--- config.mk ---
export PLATFORM = sky130hd
export DESIGN_NAME = pressure_result_status_regs
export DESIGN_NICKNAME = d
export VERILOG_FILES = /design/src/design/sensor_regs_pkg.sv /design/src/design/sample_store.sv /design/src/design/pressure_result_status_regs.sv
export SDC_FILE = /design/constraint.sdc
export NUM_CORES = 1
export LEC_CHECK = 0
export BUFFER_PORTS_ARGS = -buffer_cell sky130_fd_sc_hd__buf_2
export CAP_MARGIN = 30
export CORE_MARGIN = 5
export CORE_UTILIZATION = 56
export CTS_CLUSTER_SIZE = 40
export DETAILED_ROUTE_END_ITERATION = 8
export MAX_ROUTING_LAYER = met4
export PLACE_DENSITY_LB_ADDON = 0.08
export SLEW_MARGIN = 15
export SYNTH_ARGS = -nofsm -noshare
export SYNTH_HDL_FRONTEND = slang
export SYNTH_SLANG_ARGS = --single-unit
--- constraint.sdc ---
create_clock -name ref_clk_i -period 3.5 [get_ports ref_clk_i]
set_input_delay 0.7 -clock ref_clk_i [delete_from_list [all_inputs] [get_ports ref_clk_i]]
set_output_delay 0.7 -clock ref_clk_i [all_outputs]
set_load 0.005 [all_outputs]
--- src/design/sensor_regs_pkg.sv ---
// register map, field positions and sizes of the result and status group
// assumes byte-wide registers on the device's own serial register port
package sensor_regs_pkg;

	// register offsets
	localparam logic [7:0] ADDR_REF_HIGH    = 8'h16;
	localparam logic [7:0] ADDR_OFFSET_LOW  = 8'h18;
	localparam logic [7:0] ADDR_OFFSET_HIGH = 8'h19;
	localparam logic [7:0] ADDR_INT_SOURCE  = 8'h24;
	localparam logic [7:0] ADDR_BUF_LEVEL   = 8'h25;
	localparam logic [7:0] ADDR_BUF_FLAGS   = 8'h26;
	localparam logic [7:0] ADDR_STATUS      = 8'h27;
	localparam logic [7:0] ADDR_PRESS_LOW   = 8'h28;
	localparam logic [7:0] ADDR_PRESS_MID   = 8'h29;
	localparam logic [7:0] ADDR_PRESS_HIGH  = 8'h2a;
	localparam logic [7:0] ADDR_TEMP_LOW    = 8'h2b;
	localparam logic [7:0] ADDR_TEMP_HIGH   = 8'h2c;
	localparam logic [7:0] ADDR_BUF_PRESS   = 8'h78;

	// interrupt source fields
	localparam int INT_BOOT_BIT   = 7;
	localparam int INT_ACTIVE_BIT = 2;
	localparam int INT_LOW_BIT    = 1;
	localparam int INT_HIGH_BIT   = 0;

	// buffer flag fields
	localparam int BUF_THRESH_BIT = 7;
	localparam int BUF_OVER_BIT   = 6;
	localparam int BUF_FULL_BIT   = 5;

	// sample status fields
	localparam int STAT_T_OVR_BIT = 5;
	localparam int STAT_P_OVR_BIT = 4;
	localparam int STAT_T_AV_BIT  = 1;
	localparam int STAT_P_AV_BIT  = 0;

	// sizes and reset values
	localparam int PRESS_W    = 24;
	localparam int TEMP_W     = 16;
	localparam int OFFSET_W   = 16;
	localparam int THRESH_W   = 7;
	localparam int BUF_DEPTH  = 128;
	localparam logic [15:0] OFFSET_RESET = 16'h0000;
	localparam logic [7:0]  BYTE_ZERO    = 8'h00;

endpackage

--- src/design/sample_store.sv ---
// circular sample store that overwrites its oldest entry when full
// assumes push and pop come from logic on the same clock
`timescale 1ns/1ps
`default_nettype none

module sample_store #(
	parameter int WIDTH = 24,
	parameter int DEPTH = 128
) (
	// clock and reset
	input  wire logic                       ref_clk_i,
	input  wire logic                       rst_b_i,
	// fill side
	input  wire logic                       push_i,
	input  wire logic [WIDTH-1:0]           push_data_i,
	// drain side
	input  wire logic                       pop_i,
	output logic      [WIDTH-1:0]           head_o,
	// fill state
	output logic      [$clog2(DEPTH):0]     level_o,
	output logic                            dropped_o
);
	localparam int AW = $clog2(DEPTH);
	localparam logic [AW:0] FULL_LEVEL = (AW+1)'(DEPTH);

	if (DEPTH < 2 || (DEPTH & (DEPTH - 1)) != 0) begin : depth_check
		$error("sample_store depth must be a power of two");
	end

	logic [WIDTH-1:0] mem [DEPTH];
	logic [AW-1:0]    wr_ptr;
	logic [AW-1:0]    rd_ptr;
	logic             do_pop;
	logic             drop;

	assign do_pop    = pop_i && (level_o != '0);
	// a push into a full store with no pop in the same cycle discards the oldest sample
	assign drop      = push_i && !do_pop && (level_o == FULL_LEVEL);
	assign head_o    = mem[rd_ptr];
	assign dropped_o = drop;

	always_ff @(posedge ref_clk_i) begin
		if (push_i) begin
			mem[wr_ptr] <= push_data_i;
		end
	end

	always_ff @(posedge ref_clk_i) begin
		if (!rst_b_i) begin
			wr_ptr  <= '0;
			rd_ptr  <= '0;
			level_o <= '0;
		end else begin
			if (push_i) begin
				wr_ptr <= wr_ptr + 1'b1;
			end
			if (do_pop || drop) begin
				rd_ptr <= rd_ptr + 1'b1;
			end
			if (push_i && !(do_pop || drop)) begin
				level_o <= level_o + 1'b1;
			end else if (!push_i && do_pop) begin
				level_o <= level_o - 1'b1;
			end
		end
	end

endmodule

`default_nettype wire

--- src/design/pressure_result_status_regs.sv ---
// result and status registers of the barometric sensor core
// assumes the measurement engine and the serial port logic share ref_clk_i
//
// What this block does
// - holds a signed 16-bit pressure offset, low byte 18h, high byte 19h.
// - interrupt source bit 7 reads 1 during boot, 0 afterwards.
// - interrupt source bit 2 reads 1 when any interrupt event is raised.
// - interrupt source bit 1 set on a low differential pressure event.
// - interrupt source bit 0 set on a high differential pressure event.
// - buffer flags bit 7 is 1 while fill level reaches the threshold.
// - buffer flags bit 6 is 1 when full and a sample was overwritten.
// - buffer flags bit 5 is 1 when completely full, nothing overwritten.
// - status bit 5 set when a temperature result replaces an unread one.
// - status bit 4 set when a pressure result replaces an unread one.
// - status bit 1 is 1 once a new temperature result is produced.
// - status bit 0 is 1 once a new pressure result is produced.
// - the status register is refreshed once per output rate period.
// - pressure result is signed 24-bit, bytes at 2Ah, 29h and 28h.
// - with compensation modes off, pressure equals measurement minus offset.
// - temperature result is signed 16-bit, high byte 2Ch, low byte 2Bh.
// - lowest byte of the oldest buffered pressure sample reads at 78h.
// - the buffer counts as full when it holds 128 unread samples.
`timescale 1ns/1ps
`default_nettype none

module pressure_result_status_regs #(
	parameter int DEPTH = sensor_regs_pkg::BUF_DEPTH
) (
	// clock and reset
	input  wire logic                                  ref_clk_i,
	input  wire logic                                  rst_b_i,
	// register port
	input  wire logic [7:0]                            reg_addr_i,
	input  wire logic                                  reg_wr_i,
	input  wire logic                                  reg_rd_i,
	input  wire logic [7:0]                            reg_wdata_i,
	output logic      [7:0]                            reg_rdata_o,
	output logic                                       reg_rvalid_o,
	// measurement engine
	input  wire logic                                  meas_valid_i,
	input  wire logic [sensor_regs_pkg::PRESS_W-1:0]   meas_press_i,
	input  wire logic [sensor_regs_pkg::TEMP_W-1:0]    meas_temp_i,
	input  wire logic                                  rate_tick_i,
	// compensation mode selects
	input  wire logic                                  differential_select_i,
	input  wire logic                                  automatic_zeroing_i,
	input  wire logic                     automatic_reference_capture_i,
	// reference, events and configuration from the rest of the core
	input  wire logic [sensor_regs_pkg::OFFSET_W-1:0]  ref_pressure_i,
	input  wire logic                                  boot_busy_i,
	input  wire logic                                  low_event_i,
	input  wire logic                                  high_event_i,
	input  wire logic [sensor_regs_pkg::THRESH_W-1:0]  threshold_i
);
	localparam int LVL_W = $clog2(DEPTH) + 1;
	localparam logic [LVL_W-1:0] FULL_LEVEL = LVL_W'(DEPTH);

	if (DEPTH > 255 || DEPTH < 2) begin : depth_check
		$error("buffer depth must fit the 8-bit level register");
	end

	// register port decode
	logic rd_int;
	logic rd_stat;
	logic rd_press_high;
	logic rd_temp_high;
	logic rd_buf;
	logic wr_off_low;
	logic wr_off_high;

	assign rd_int = reg_rd_i && reg_addr_i == sensor_regs_pkg::ADDR_INT_SOURCE;
	assign rd_stat = reg_rd_i && reg_addr_i == sensor_regs_pkg::ADDR_STATUS;
	assign rd_press_high = reg_rd_i &&
		reg_addr_i == sensor_regs_pkg::ADDR_PRESS_HIGH;
	assign rd_temp_high = reg_rd_i &&
		reg_addr_i == sensor_regs_pkg::ADDR_TEMP_HIGH;
	assign rd_buf = reg_rd_i && reg_addr_i == sensor_regs_pkg::ADDR_BUF_PRESS;
	assign wr_off_low = reg_wr_i &&
		reg_addr_i == sensor_regs_pkg::ADDR_OFFSET_LOW;
	assign wr_off_high = reg_wr_i &&
		reg_addr_i == sensor_regs_pkg::ADDR_OFFSET_HIGH;

	// calibration offset
	logic [sensor_regs_pkg::OFFSET_W-1:0] pressure_offset_value;
	logic [sensor_regs_pkg::PRESS_W-1:0]  offset_ext;

	always_ff @(posedge ref_clk_i) begin
		if (!rst_b_i) begin
			pressure_offset_value <= sensor_regs_pkg::OFFSET_RESET;
		end else begin
			if (wr_off_low) begin
				pressure_offset_value[7:0] <= reg_wdata_i;
			end
			if (wr_off_high) begin
				pressure_offset_value[15:8] <= reg_wdata_i;
			end
		end
	end

	// sign extension keeps negative offsets correct in the 24-bit sum
	assign offset_ext = {{8{pressure_offset_value[15]}},
		pressure_offset_value};

	// result formation
	logic [sensor_regs_pkg::PRESS_W-1:0] next_press;
	logic                                comp_active;

	assign comp_active = differential_select_i || automatic_zeroing_i ||
		automatic_reference_capture_i;

	always_comb begin
		// other modes deliver an already referenced value from the engine
		if (comp_active) begin
			next_press = meas_press_i;
		end else begin
			next_press = meas_press_i - offset_ext;
		end
	end

	// a finished measurement waits here until the next rate tick
	logic [sensor_regs_pkg::PRESS_W-1:0] pend_press;
	logic [sensor_regs_pkg::TEMP_W-1:0]  pend_temp;
	logic                                pend_valid;
	logic                                commit;

	assign commit = rate_tick_i && pend_valid;

	always_ff @(posedge ref_clk_i) begin
		if (!rst_b_i) begin
			pend_press <= '0;
			pend_temp  <= '0;
		end else if (meas_valid_i) begin
			pend_press <= next_press;
			pend_temp  <= meas_temp_i;
		end
	end

	always_ff @(posedge ref_clk_i) begin
		if (!rst_b_i) begin
			pend_valid <= 1'b0;
		end else begin
			pend_valid <= meas_valid_i || (pend_valid && !rate_tick_i);
		end
	end

	// published results
	logic [sensor_regs_pkg::PRESS_W-1:0] pressure_result;
	logic [sensor_regs_pkg::TEMP_W-1:0]  temperature_result;

	always_ff @(posedge ref_clk_i) begin
		if (!rst_b_i) begin
			pressure_result    <= '0;
			temperature_result <= '0;
		end else if (commit) begin
			pressure_result    <= pend_press;
			temperature_result <= pend_temp;
		end
	end

	// sample status; a new sample beats a clearing read in the same cycle
	logic pressure_available_flag;
	logic temperature_available_flag;
	logic press_overrun_flag;
	logic temp_overrun_flag;

	always_ff @(posedge ref_clk_i) begin
		if (!rst_b_i) begin
			pressure_available_flag    <= 1'b0;
			temperature_available_flag <= 1'b0;
		end else begin
			pressure_available_flag <= commit ||
				(pressure_available_flag && !rd_press_high);
			temperature_available_flag <= commit ||
				(temperature_available_flag && !rd_temp_high);
		end
	end

	always_ff @(posedge ref_clk_i) begin
		if (!rst_b_i) begin
			press_overrun_flag <= 1'b0;
			temp_overrun_flag  <= 1'b0;
		end else begin
			press_overrun_flag <= (commit && pressure_available_flag &&
				!rd_press_high) || (press_overrun_flag && !rd_stat);
			temp_overrun_flag <= (commit && temperature_available_flag &&
				!rd_temp_high) || (temp_overrun_flag && !rd_stat);
		end
	end

	// threshold events, sticky until the interrupt source is read
	logic low_event_flag;
	logic high_event_flag;
	logic interrupt_active_flag;

	always_ff @(posedge ref_clk_i) begin
		if (!rst_b_i) begin
			low_event_flag  <= 1'b0;
			high_event_flag <= 1'b0;
		end else begin
			low_event_flag  <= low_event_i ||
				(low_event_flag && !rd_int);
			high_event_flag <= high_event_i ||
				(high_event_flag && !rd_int);
		end
	end

	assign interrupt_active_flag = low_event_flag || high_event_flag;

	// sample buffer
	logic [sensor_regs_pkg::PRESS_W-1:0] buf_head;
	logic [LVL_W-1:0]                    buf_level;
	logic                                buf_dropped;
	logic                                buffer_overwrite_flag;
	logic                                buffer_threshold_flag;
	logic                                buffer_complete_flag;

	sample_store #(
		.WIDTH (sensor_regs_pkg::PRESS_W),
		.DEPTH (DEPTH)
	) u_store (
		.ref_clk_i   (ref_clk_i),
		.rst_b_i     (rst_b_i),
		.push_i      (commit),
		.push_data_i (pend_press),
		.pop_i       (rd_buf),
		.head_o      (buf_head),
		.level_o     (buf_level),
		.dropped_o   (buf_dropped)
	);

	// overwrite stays flagged until a read makes room again
	always_ff @(posedge ref_clk_i) begin
		if (!rst_b_i) begin
			buffer_overwrite_flag <= 1'b0;
		end else begin
			buffer_overwrite_flag <= buf_dropped ||
				(buffer_overwrite_flag && !rd_buf);
		end
	end

	assign buffer_threshold_flag = buf_level >= LVL_W'(threshold_i);
	assign buffer_complete_flag  = (buf_level == FULL_LEVEL) &&
		!buffer_overwrite_flag;

	// read data
	logic [7:0] next_rdata;

	always_comb begin
		next_rdata = sensor_regs_pkg::BYTE_ZERO;
		case (reg_addr_i)
			sensor_regs_pkg::ADDR_REF_HIGH: begin
				next_rdata = ref_pressure_i[15:8];
			end
			sensor_regs_pkg::ADDR_OFFSET_LOW: begin
				next_rdata = pressure_offset_value[7:0];
			end
			sensor_regs_pkg::ADDR_OFFSET_HIGH: begin
				next_rdata = pressure_offset_value[15:8];
			end
			sensor_regs_pkg::ADDR_INT_SOURCE: begin
				next_rdata[sensor_regs_pkg::INT_BOOT_BIT] = boot_busy_i;
				next_rdata[sensor_regs_pkg::INT_ACTIVE_BIT] =
					interrupt_active_flag;
				next_rdata[sensor_regs_pkg::INT_LOW_BIT] = low_event_flag;
				next_rdata[sensor_regs_pkg::INT_HIGH_BIT] = high_event_flag;
			end
			sensor_regs_pkg::ADDR_BUF_LEVEL: begin
				next_rdata = 8'(buf_level);
			end
			sensor_regs_pkg::ADDR_BUF_FLAGS: begin
				next_rdata[sensor_regs_pkg::BUF_THRESH_BIT] =
					buffer_threshold_flag;
				next_rdata[sensor_regs_pkg::BUF_OVER_BIT] =
					buffer_overwrite_flag;
				next_rdata[sensor_regs_pkg::BUF_FULL_BIT] =
					buffer_complete_flag;
			end
			sensor_regs_pkg::ADDR_STATUS: begin
				next_rdata[sensor_regs_pkg::STAT_T_OVR_BIT] = temp_overrun_flag;
				next_rdata[sensor_regs_pkg::STAT_P_OVR_BIT] = press_overrun_flag;
				next_rdata[sensor_regs_pkg::STAT_T_AV_BIT] =
					temperature_available_flag;
				next_rdata[sensor_regs_pkg::STAT_P_AV_BIT] =
					pressure_available_flag;
			end
			sensor_regs_pkg::ADDR_PRESS_LOW: begin
				next_rdata = pressure_result[7:0];
			end
			sensor_regs_pkg::ADDR_PRESS_MID: begin
				next_rdata = pressure_result[15:8];
			end
			sensor_regs_pkg::ADDR_PRESS_HIGH: begin
				next_rdata = pressure_result[23:16];
			end
			sensor_regs_pkg::ADDR_TEMP_LOW: begin
				next_rdata = temperature_result[7:0];
			end
			sensor_regs_pkg::ADDR_TEMP_HIGH: begin
				next_rdata = temperature_result[15:8];
			end
			sensor_regs_pkg::ADDR_BUF_PRESS: begin
				// an empty buffer returns zero rather than a stale entry
				if (buf_level != '0) begin
					next_rdata = buf_head[7:0];
				end
			end
			default: begin
				next_rdata = sensor_regs_pkg::BYTE_ZERO;
			end
		endcase
	end

	always_ff @(posedge ref_clk_i) begin
		if (!rst_b_i) begin
			reg_rdata_o  <= sensor_regs_pkg::BYTE_ZERO;
			reg_rvalid_o <= 1'b0;
		end else begin
			reg_rvalid_o <= reg_rd_i;
			if (reg_rd_i) begin
				reg_rdata_o <= next_rdata;
			end
		end
	end
endmodule

`default_nettype wire

Word level (Yosys, flattened, before mapping):

Memories as Yosys holds them, arrays and structs flattened. A register that Yosys moved wholly into a read port is not among the register bits.
Cells that the tools add are included.

* word-level logic and storage cells: 105
* memories kept: 1
* input port bits: 91
* output and inout bits: 9
* memory bits (writable): 3072
* bits in registers: 135

Memory list
* u_store.mem: words 128, bits a word 24, rd ports 1, clocked after Yosys merged registers in 1, write ports 1, line sample_store.sv:30 `logic [WIDTH-1:0] mem [DEPTH];`

* $lt $le $gt $ge: 1
* $add $sub $neg: 5
* multiplexer cells: 15
* eq/ne operators: 14
* reduce and logical (&&, ||, !) cells: 50

Operator list (number)
* $eq 8x6->1 const B: 9
* $pmux 1 s11: 3
* $logic_and 1x1->1: 26
* $eq 8x5->1 const B: 3
* $mux 24: 1
* $mux 8: 3
* $pmux 1 s12: 2
* $pmux 2 s12: 1
* $sub 24x24->24: 1
* $add 7x1->7 const B: 2
* $mux 7: 2
* $logic_or 1x1->1: 12
* $logic_not 1->1: 10
* $pmux 1 s10: 1
* $add 8x1->8 const B: 1
* $eq 8x7->1 const B: 1
* $eq 8x8->1 const B: 1
* $ge 8x7->1: 1
* $reduce_bool 8->1: 1
* $sub 8x1->8 const B: 1
* $mux 1: 2
* $reduce_bool 2->1: 1

Logic depth before layout (Yosys ltp):

* word-level depth: 10
* mapped depth: 14
* gate-level depth less buffers: 12

By module:

A second synthesis with hierarchy kept.

* cells, all modules: 6521
* area, all modules: 125719.3 um^2

By module, submodules not included
* sample_store: cells an instance 5696, times used 1, area each 118915.3 um^2, sequential area each 92829.0 um^2
* pressure_result_status_regs: cells an instance 825, times used 1, area each 6804.0 um^2, sequential area each 2262.2 um^2

Least setup slack after synthesis:

OpenSTA, ideal clock, no wires.

* kind: input to register
* from: input port reg_addr_i[1]
* to: register u_store.level_o[7]
* buffers on the path: 2
* setup time: 72 ps
* required time: 3428 ps
* arrival: 3431 ps
* stages: 14
* slack: -3 ps
* cells stage by stage: buf_2 -> or2_1 -> buf_2 -> nor3_4 -> nand3_1 -> nand3_1 -> ha_1 -> a21o_1 -> a21oi_1 -> o21bai_1 -> a2111oi_0 -> nor3_1 -> mux2i_1 -> mux2i_1

* word-level cells in the longest chain between the ends: 10
* elaborated cells on any way between the ends: 12
* those cells by class: eq/ne (1); mux (1); reduce/logical (10)

RTL lines
* start, declared: line pressure_result_status_regs.sv:33 `input wire logic [7:0] reg_addr_i,`
* $eq 8x7->1 *: line pressure_result_status_regs.sv:77 `assign rd_buf = reg_rd_i && reg_addr_i == sensor_regs_pkg::ADDR_BUF_PRESS;`
* $logic_and 1x1->1 *: line pressure_result_status_regs.sv:77
* $logic_and 1x1->1 *: line sample_store.sv:36 `assign do_pop = pop_i && (level_o != '0);`
* $logic_not 1->1: line sample_store.sv:38 `assign drop = push_i && !do_pop && (level_o == FULL_LEVEL);`
* $logic_and 1x1->1 (2 in a row): line sample_store.sv:38
* $logic_or 1x1->1: line sample_store.sv:60 `if (push_i && !(do_pop || drop)) begin`
* $logic_not 1->1: line sample_store.sv:60
* $logic_and 1x1->1: line sample_store.sv:60
* $mux 8 / $reduce_bool 2->1 (equally long branches)
* end signal, assigned: line sample_store.sv:61 `level_o <= level_o + 1'b1;`
* end signal, assigned: line sample_store.sv:63 `level_o <= level_o - 1'b1;`
* end, declared: line sample_store.sv:20 `output logic [$clog2(DEPTH):0] level_o,`

Mark *: on every way between the ends. The rest lies on a longest branch, timed or not.
A chain may end at the register's enable or synchronous reset.

==> flow_metrics.py <==
metrics = {
    "status": {
        "outcome": "complete, no violations",
    },
    "cells_and_area": {
        "final_area_um2": 53600,
        "drive_above_1_share_pct": 24.7,
        "layout_common_cells": "edfxtp_1 (1024), mux4_2 (256), nor2_1 (205)",
        "area_growth_syn_to_layout_pct": 14.0,
        "fillers": 5784,
        "layout.nets": 3118,
        "finalNonFillerCells": 4168,
        "layout_commonest_cell": "edfxtp_1",
    },
    "logic_synthesis": {
        "synth-seq-cells": 1166,
        "muxShareOfSynthArea_pct": 13.1,
        "synthesis.area_um2": 47000,
        "synth-compound-area-share_pct": 6.51,
        "async_flop_share_pct": 0,
        "synth_top_family_by_area": "multiplexers",
        "synth_edf_count": 1024,
        "synth_fa_ha_area_share_pct": 1.10,
        "syn_avg_cell_area_um2": 17.2,
        "synthFlopType": "edfxtp_1",
        "post_synth_xor_area_fraction_pct": 0.503,
        "ys_seq_area_share_pct": 71.5,
        "syn_nets": 2862,
        "ys_warn_count": 0,
        "netlist-cell-type-count": 79,
        "synth_cells": 2731,
        "synthSimpleGateAreaFrac_pct": 5.38,
    },
    "pwr": {
        "ir_drop_mv": 0.454,
        "powerDensity_nw_per_um2": 526,
        "power_mw": 28.2,
        "p_leak_nw": 17.7,
    },
    "placement": {
        "io_buffers": 91,
        "dpl.hpwl_um": 77900,
        "gp_congestion": 0.928,
        "place_inst": 3949,
        "placed_area_um2": 49900,
    },
    "timing": {
        "whs_ns": 0.255,
        "min_period_ns": 3.24,
        "max_freq_ghz": 0.308,
        "rsz0062_at_grt": "false",
        "report.final.hold_viol_count": 0,
        "slew_viol_final": 0,
        "period_share_pct": 92.7,
        "setup_viol": 0,
        "final.setup.tns_ns": 0,
        "finClkSkew_ns": 0.0372,
        "slew_headroom_pct": 34.3,
        "worst-slew-pin-transition_ns": 0.986,
    },
    "route": {
        "initialDrtViolationCount": 2788,
        "drt_wl_total_um": 119000,
        "vias": 26483,
        "first_pass_iters": 6,
        "drc_errors": 0,
        "viasPerCell": 6.35,
        "ant_nets": 0,
        "routedWlPerCell_um": 28.6,
    },
    "die": {
        "dieWidth_um": 300,
        "io_pins": 100,
        "rows": 106,
        "dieArea_um2": 89800,
        "core_um2": 83400,
        "die_y_um": 300,
        "start_util_pct": 56.4,
    },
    "clocking": {
        "hold_buffers": 0,
        "cts_max_level": 3,
        "cts_sinks": 1166,
        "postCtsSetupBuffers": 0,
        "clockBufferDepth": 3,
        "cts-root-buf": "clkbuf_16",
        "numCtsBuffers": 115,
        "ctsResizeCount": 0,
        "clk-insertion-delay-late_ns": 0.71,
        "clk_pin_slew_ns": 0.06,
        "cts_tree": "built",
    },
    "critical_path": {
        "timing.rr.end": "reg_rdata_o[6]$_SDFFE_PN0P_",
        "critPathArrivalTime_ns": 3.77,
        "r2r_cells": 10,
        "cp_max_fo": 40,
        "endpoint_kind": "flip-flop",
        "criticalPathCategory": "flip-flop to flip-flop",
        "crit_required_ns": 4.03,
        "r2r_setup_slack_ns": 0.26,
        "startpoint_type": "flip-flop",
    },
    "global_route": {
        "grt_antenna_before_repair": 0,
        "use_met1_pct": 37.4,
        "met3_usage_pct": 4.68,
        "grt_pass1_wl_um": 175000,
        "grt_pass1_vias": 26481,
        "use_met2_pct": 43.1,
        "busiest_layer": "met2",
        "grt_start_max_net_pins": 86,
        "track_usage_pct": 27.3,
        "grt.overflow.total": 0,
    },
    "hold_path": {
        "worstHoldPathCells": 3,
        "min_to": "pend_temp[2]$_SDFFE_PN0P_",
        "min_from": "meas_temp_i[2]",
        "worstHoldPathType": "input pin to flip-flop",
    },
    "job": {
        "maxCapViolations": 0,
    },
}
[worst max-delay path, stage by stage (launching register included)]
cell and delay [ns]:
dfxtp_4 0.37, buf_12 0.23, buf_12 0.32, mux4_2 0.54, a22o_1 0.22, a221oi_1 0.42, buf_4 0.22, o22ai_1 0.09
nor3_1 0.28, buf_4 0.17, o221ai_1 0.12
[layer usage]
layer  vias up  wire length [um]
met5         -                 0
met4         0              3850
met3       215              8980
met2      1121             58400
met1     13647             48000
li1      11500                 -
[logic make-up (layout without fill, tap and decap cells)]
family / after synthesis / after routing
AOI/OAI and AO/OA: 451 / 451
buffers and inverters: 194 / 550
xor gates and xnor gates: 27 / 27
DFF: 1166 / 1166
adders and majority gates: 40 / 40
muxes: 290 / 290
other: 0 / 1
and+or+nand+nor: 563 / 563
[cells in the mapped netlist (12+ instances only)]
| master | n | area share [%] |
|---|---|---|
| buf_6 | 17 | 0.41 |
| nand4_1 | 13 | 0.17 |
| edfxtp_1 | 1024 | 65 |
| nor2b_1 | 23 | 0.31 |
| xnor2_1 | 16 | 0.30 |
| o21ai_0 | 41 | 0.44 |
| mux4_2 | 256 | 12 |
| clkbuf_1 | 97 | 0.77 |
| nor2_1 | 206 | 1.6 |
| nand2_1 | 171 | 1.4 |
| dfxtp_1 | 142 | 6.0 |
| buf_2 | 19 | 0.20 |
| mux2i_1 | 31 | 0.66 |
| nor3_1 | 43 | 0.46 |
| a21oi_1 | 142 | 1.5 |
| a31oi_1 | 12 | 0.16 |
| nand3_1 | 43 | 0.46 |
| o22ai_1 | 22 | 0.29 |
| buf_1 | 13 | 0.10 |
| a22oi_1 | 92 | 1.5 |
| a221oi_1 | 21 | 0.39 |
| inv_1 | 35 | 0.28 |
| a22o_1 | 21 | 0.39 |
| ha_1 | 38 | 1.0 |
[sequential cells by signal, indices dropped and copies added, names as in the netlist, named ones only]
signal	flops
pressure_available_flag	1
reg_rdata_o	8
u_store.mem	1024
temp_overrun_flag	1
u_store.level_o	8
temperature_available_flag	1
u_store.wr_ptr	7
temperature_result	16
high_event_flag	1
low_event_flag	1
pend_temp	16
reg_rvalid_o	1
pend_valid	1
press_overrun_flag	1
pend_press	24
buffer_overwrite_flag	1
u_store.rd_ptr	7
pressure_result	24
pressure_offset_value	16
[where the power goes]
part / internal (mW) / switching [mW] / leakage [nW]
sequential: 15.2 / 0.177 / 10.8
combinational: 0.289 / 0.508 / 5.03
clock: 6.78 / 5.18 / 1.81
[worst max path at each step]
stage          slack (ns)                               to  cells past startpoint                       startpoint
2_1_floorplan         0.1  u_store.level_o[7]$_SDFFE_PN0P_                     14                    reg_addr_i[1]
3_3_place_gp         0.12  u_store.level_o[7]$_SDFFE_PN0P_                     13                    reg_addr_i[1]
3_5_place_dp         0.06  u_store.level_o[7]$_SDFFE_PN0P_                     13                    reg_addr_i[1]
4_1_cts              0.25      reg_rdata_o[6]$_SDFFE_PN0P_                     10                        flip-flop
5_1_grt              0.07  u_store.level_o[7]$_SDFFE_PN0P_                     12  u_store.level_o[5]$_SDFFE_PN0P_
6_report             0.26      reg_rdata_o[6]$_SDFFE_PN0P_                     10                        flip-flop
[metrics by stage]
| step | utilization (%) | setup WS [ns] |
|---|---|---|
| floorplan | - | 0.100 |
| global placement | 59.7 | 0.120 |
| detailed placement | 59.8 | 0.0645 |
| CTS | 64.2 | 0.254 |
| global route | 64.2 | 0.0740 |
| finish | 64.2 | 0.255 |
[final cells by class]
| class | count | area (um2) | area share (%) |
|---|---|---|---|
| Tap cell | 1080 | 1350 | 2.52 |
| Inverter | 38 | 144 | 0.268 |
| Multi-Input combinational cell | 1371 | 12500 | 23.3 |
| Clock buffer | 157 | 3160 | 5.89 |
| Timing Repair Buffer | 295 | 2260 | 4.22 |
| Sequential cell | 1166 | 33600 | 62.7 |
| Antenna cell | 1 | 2.50 | 0.00467 |
| Clock inverter | 60 | 543 | 1.01 |
(Power assumes the default switching activity.)
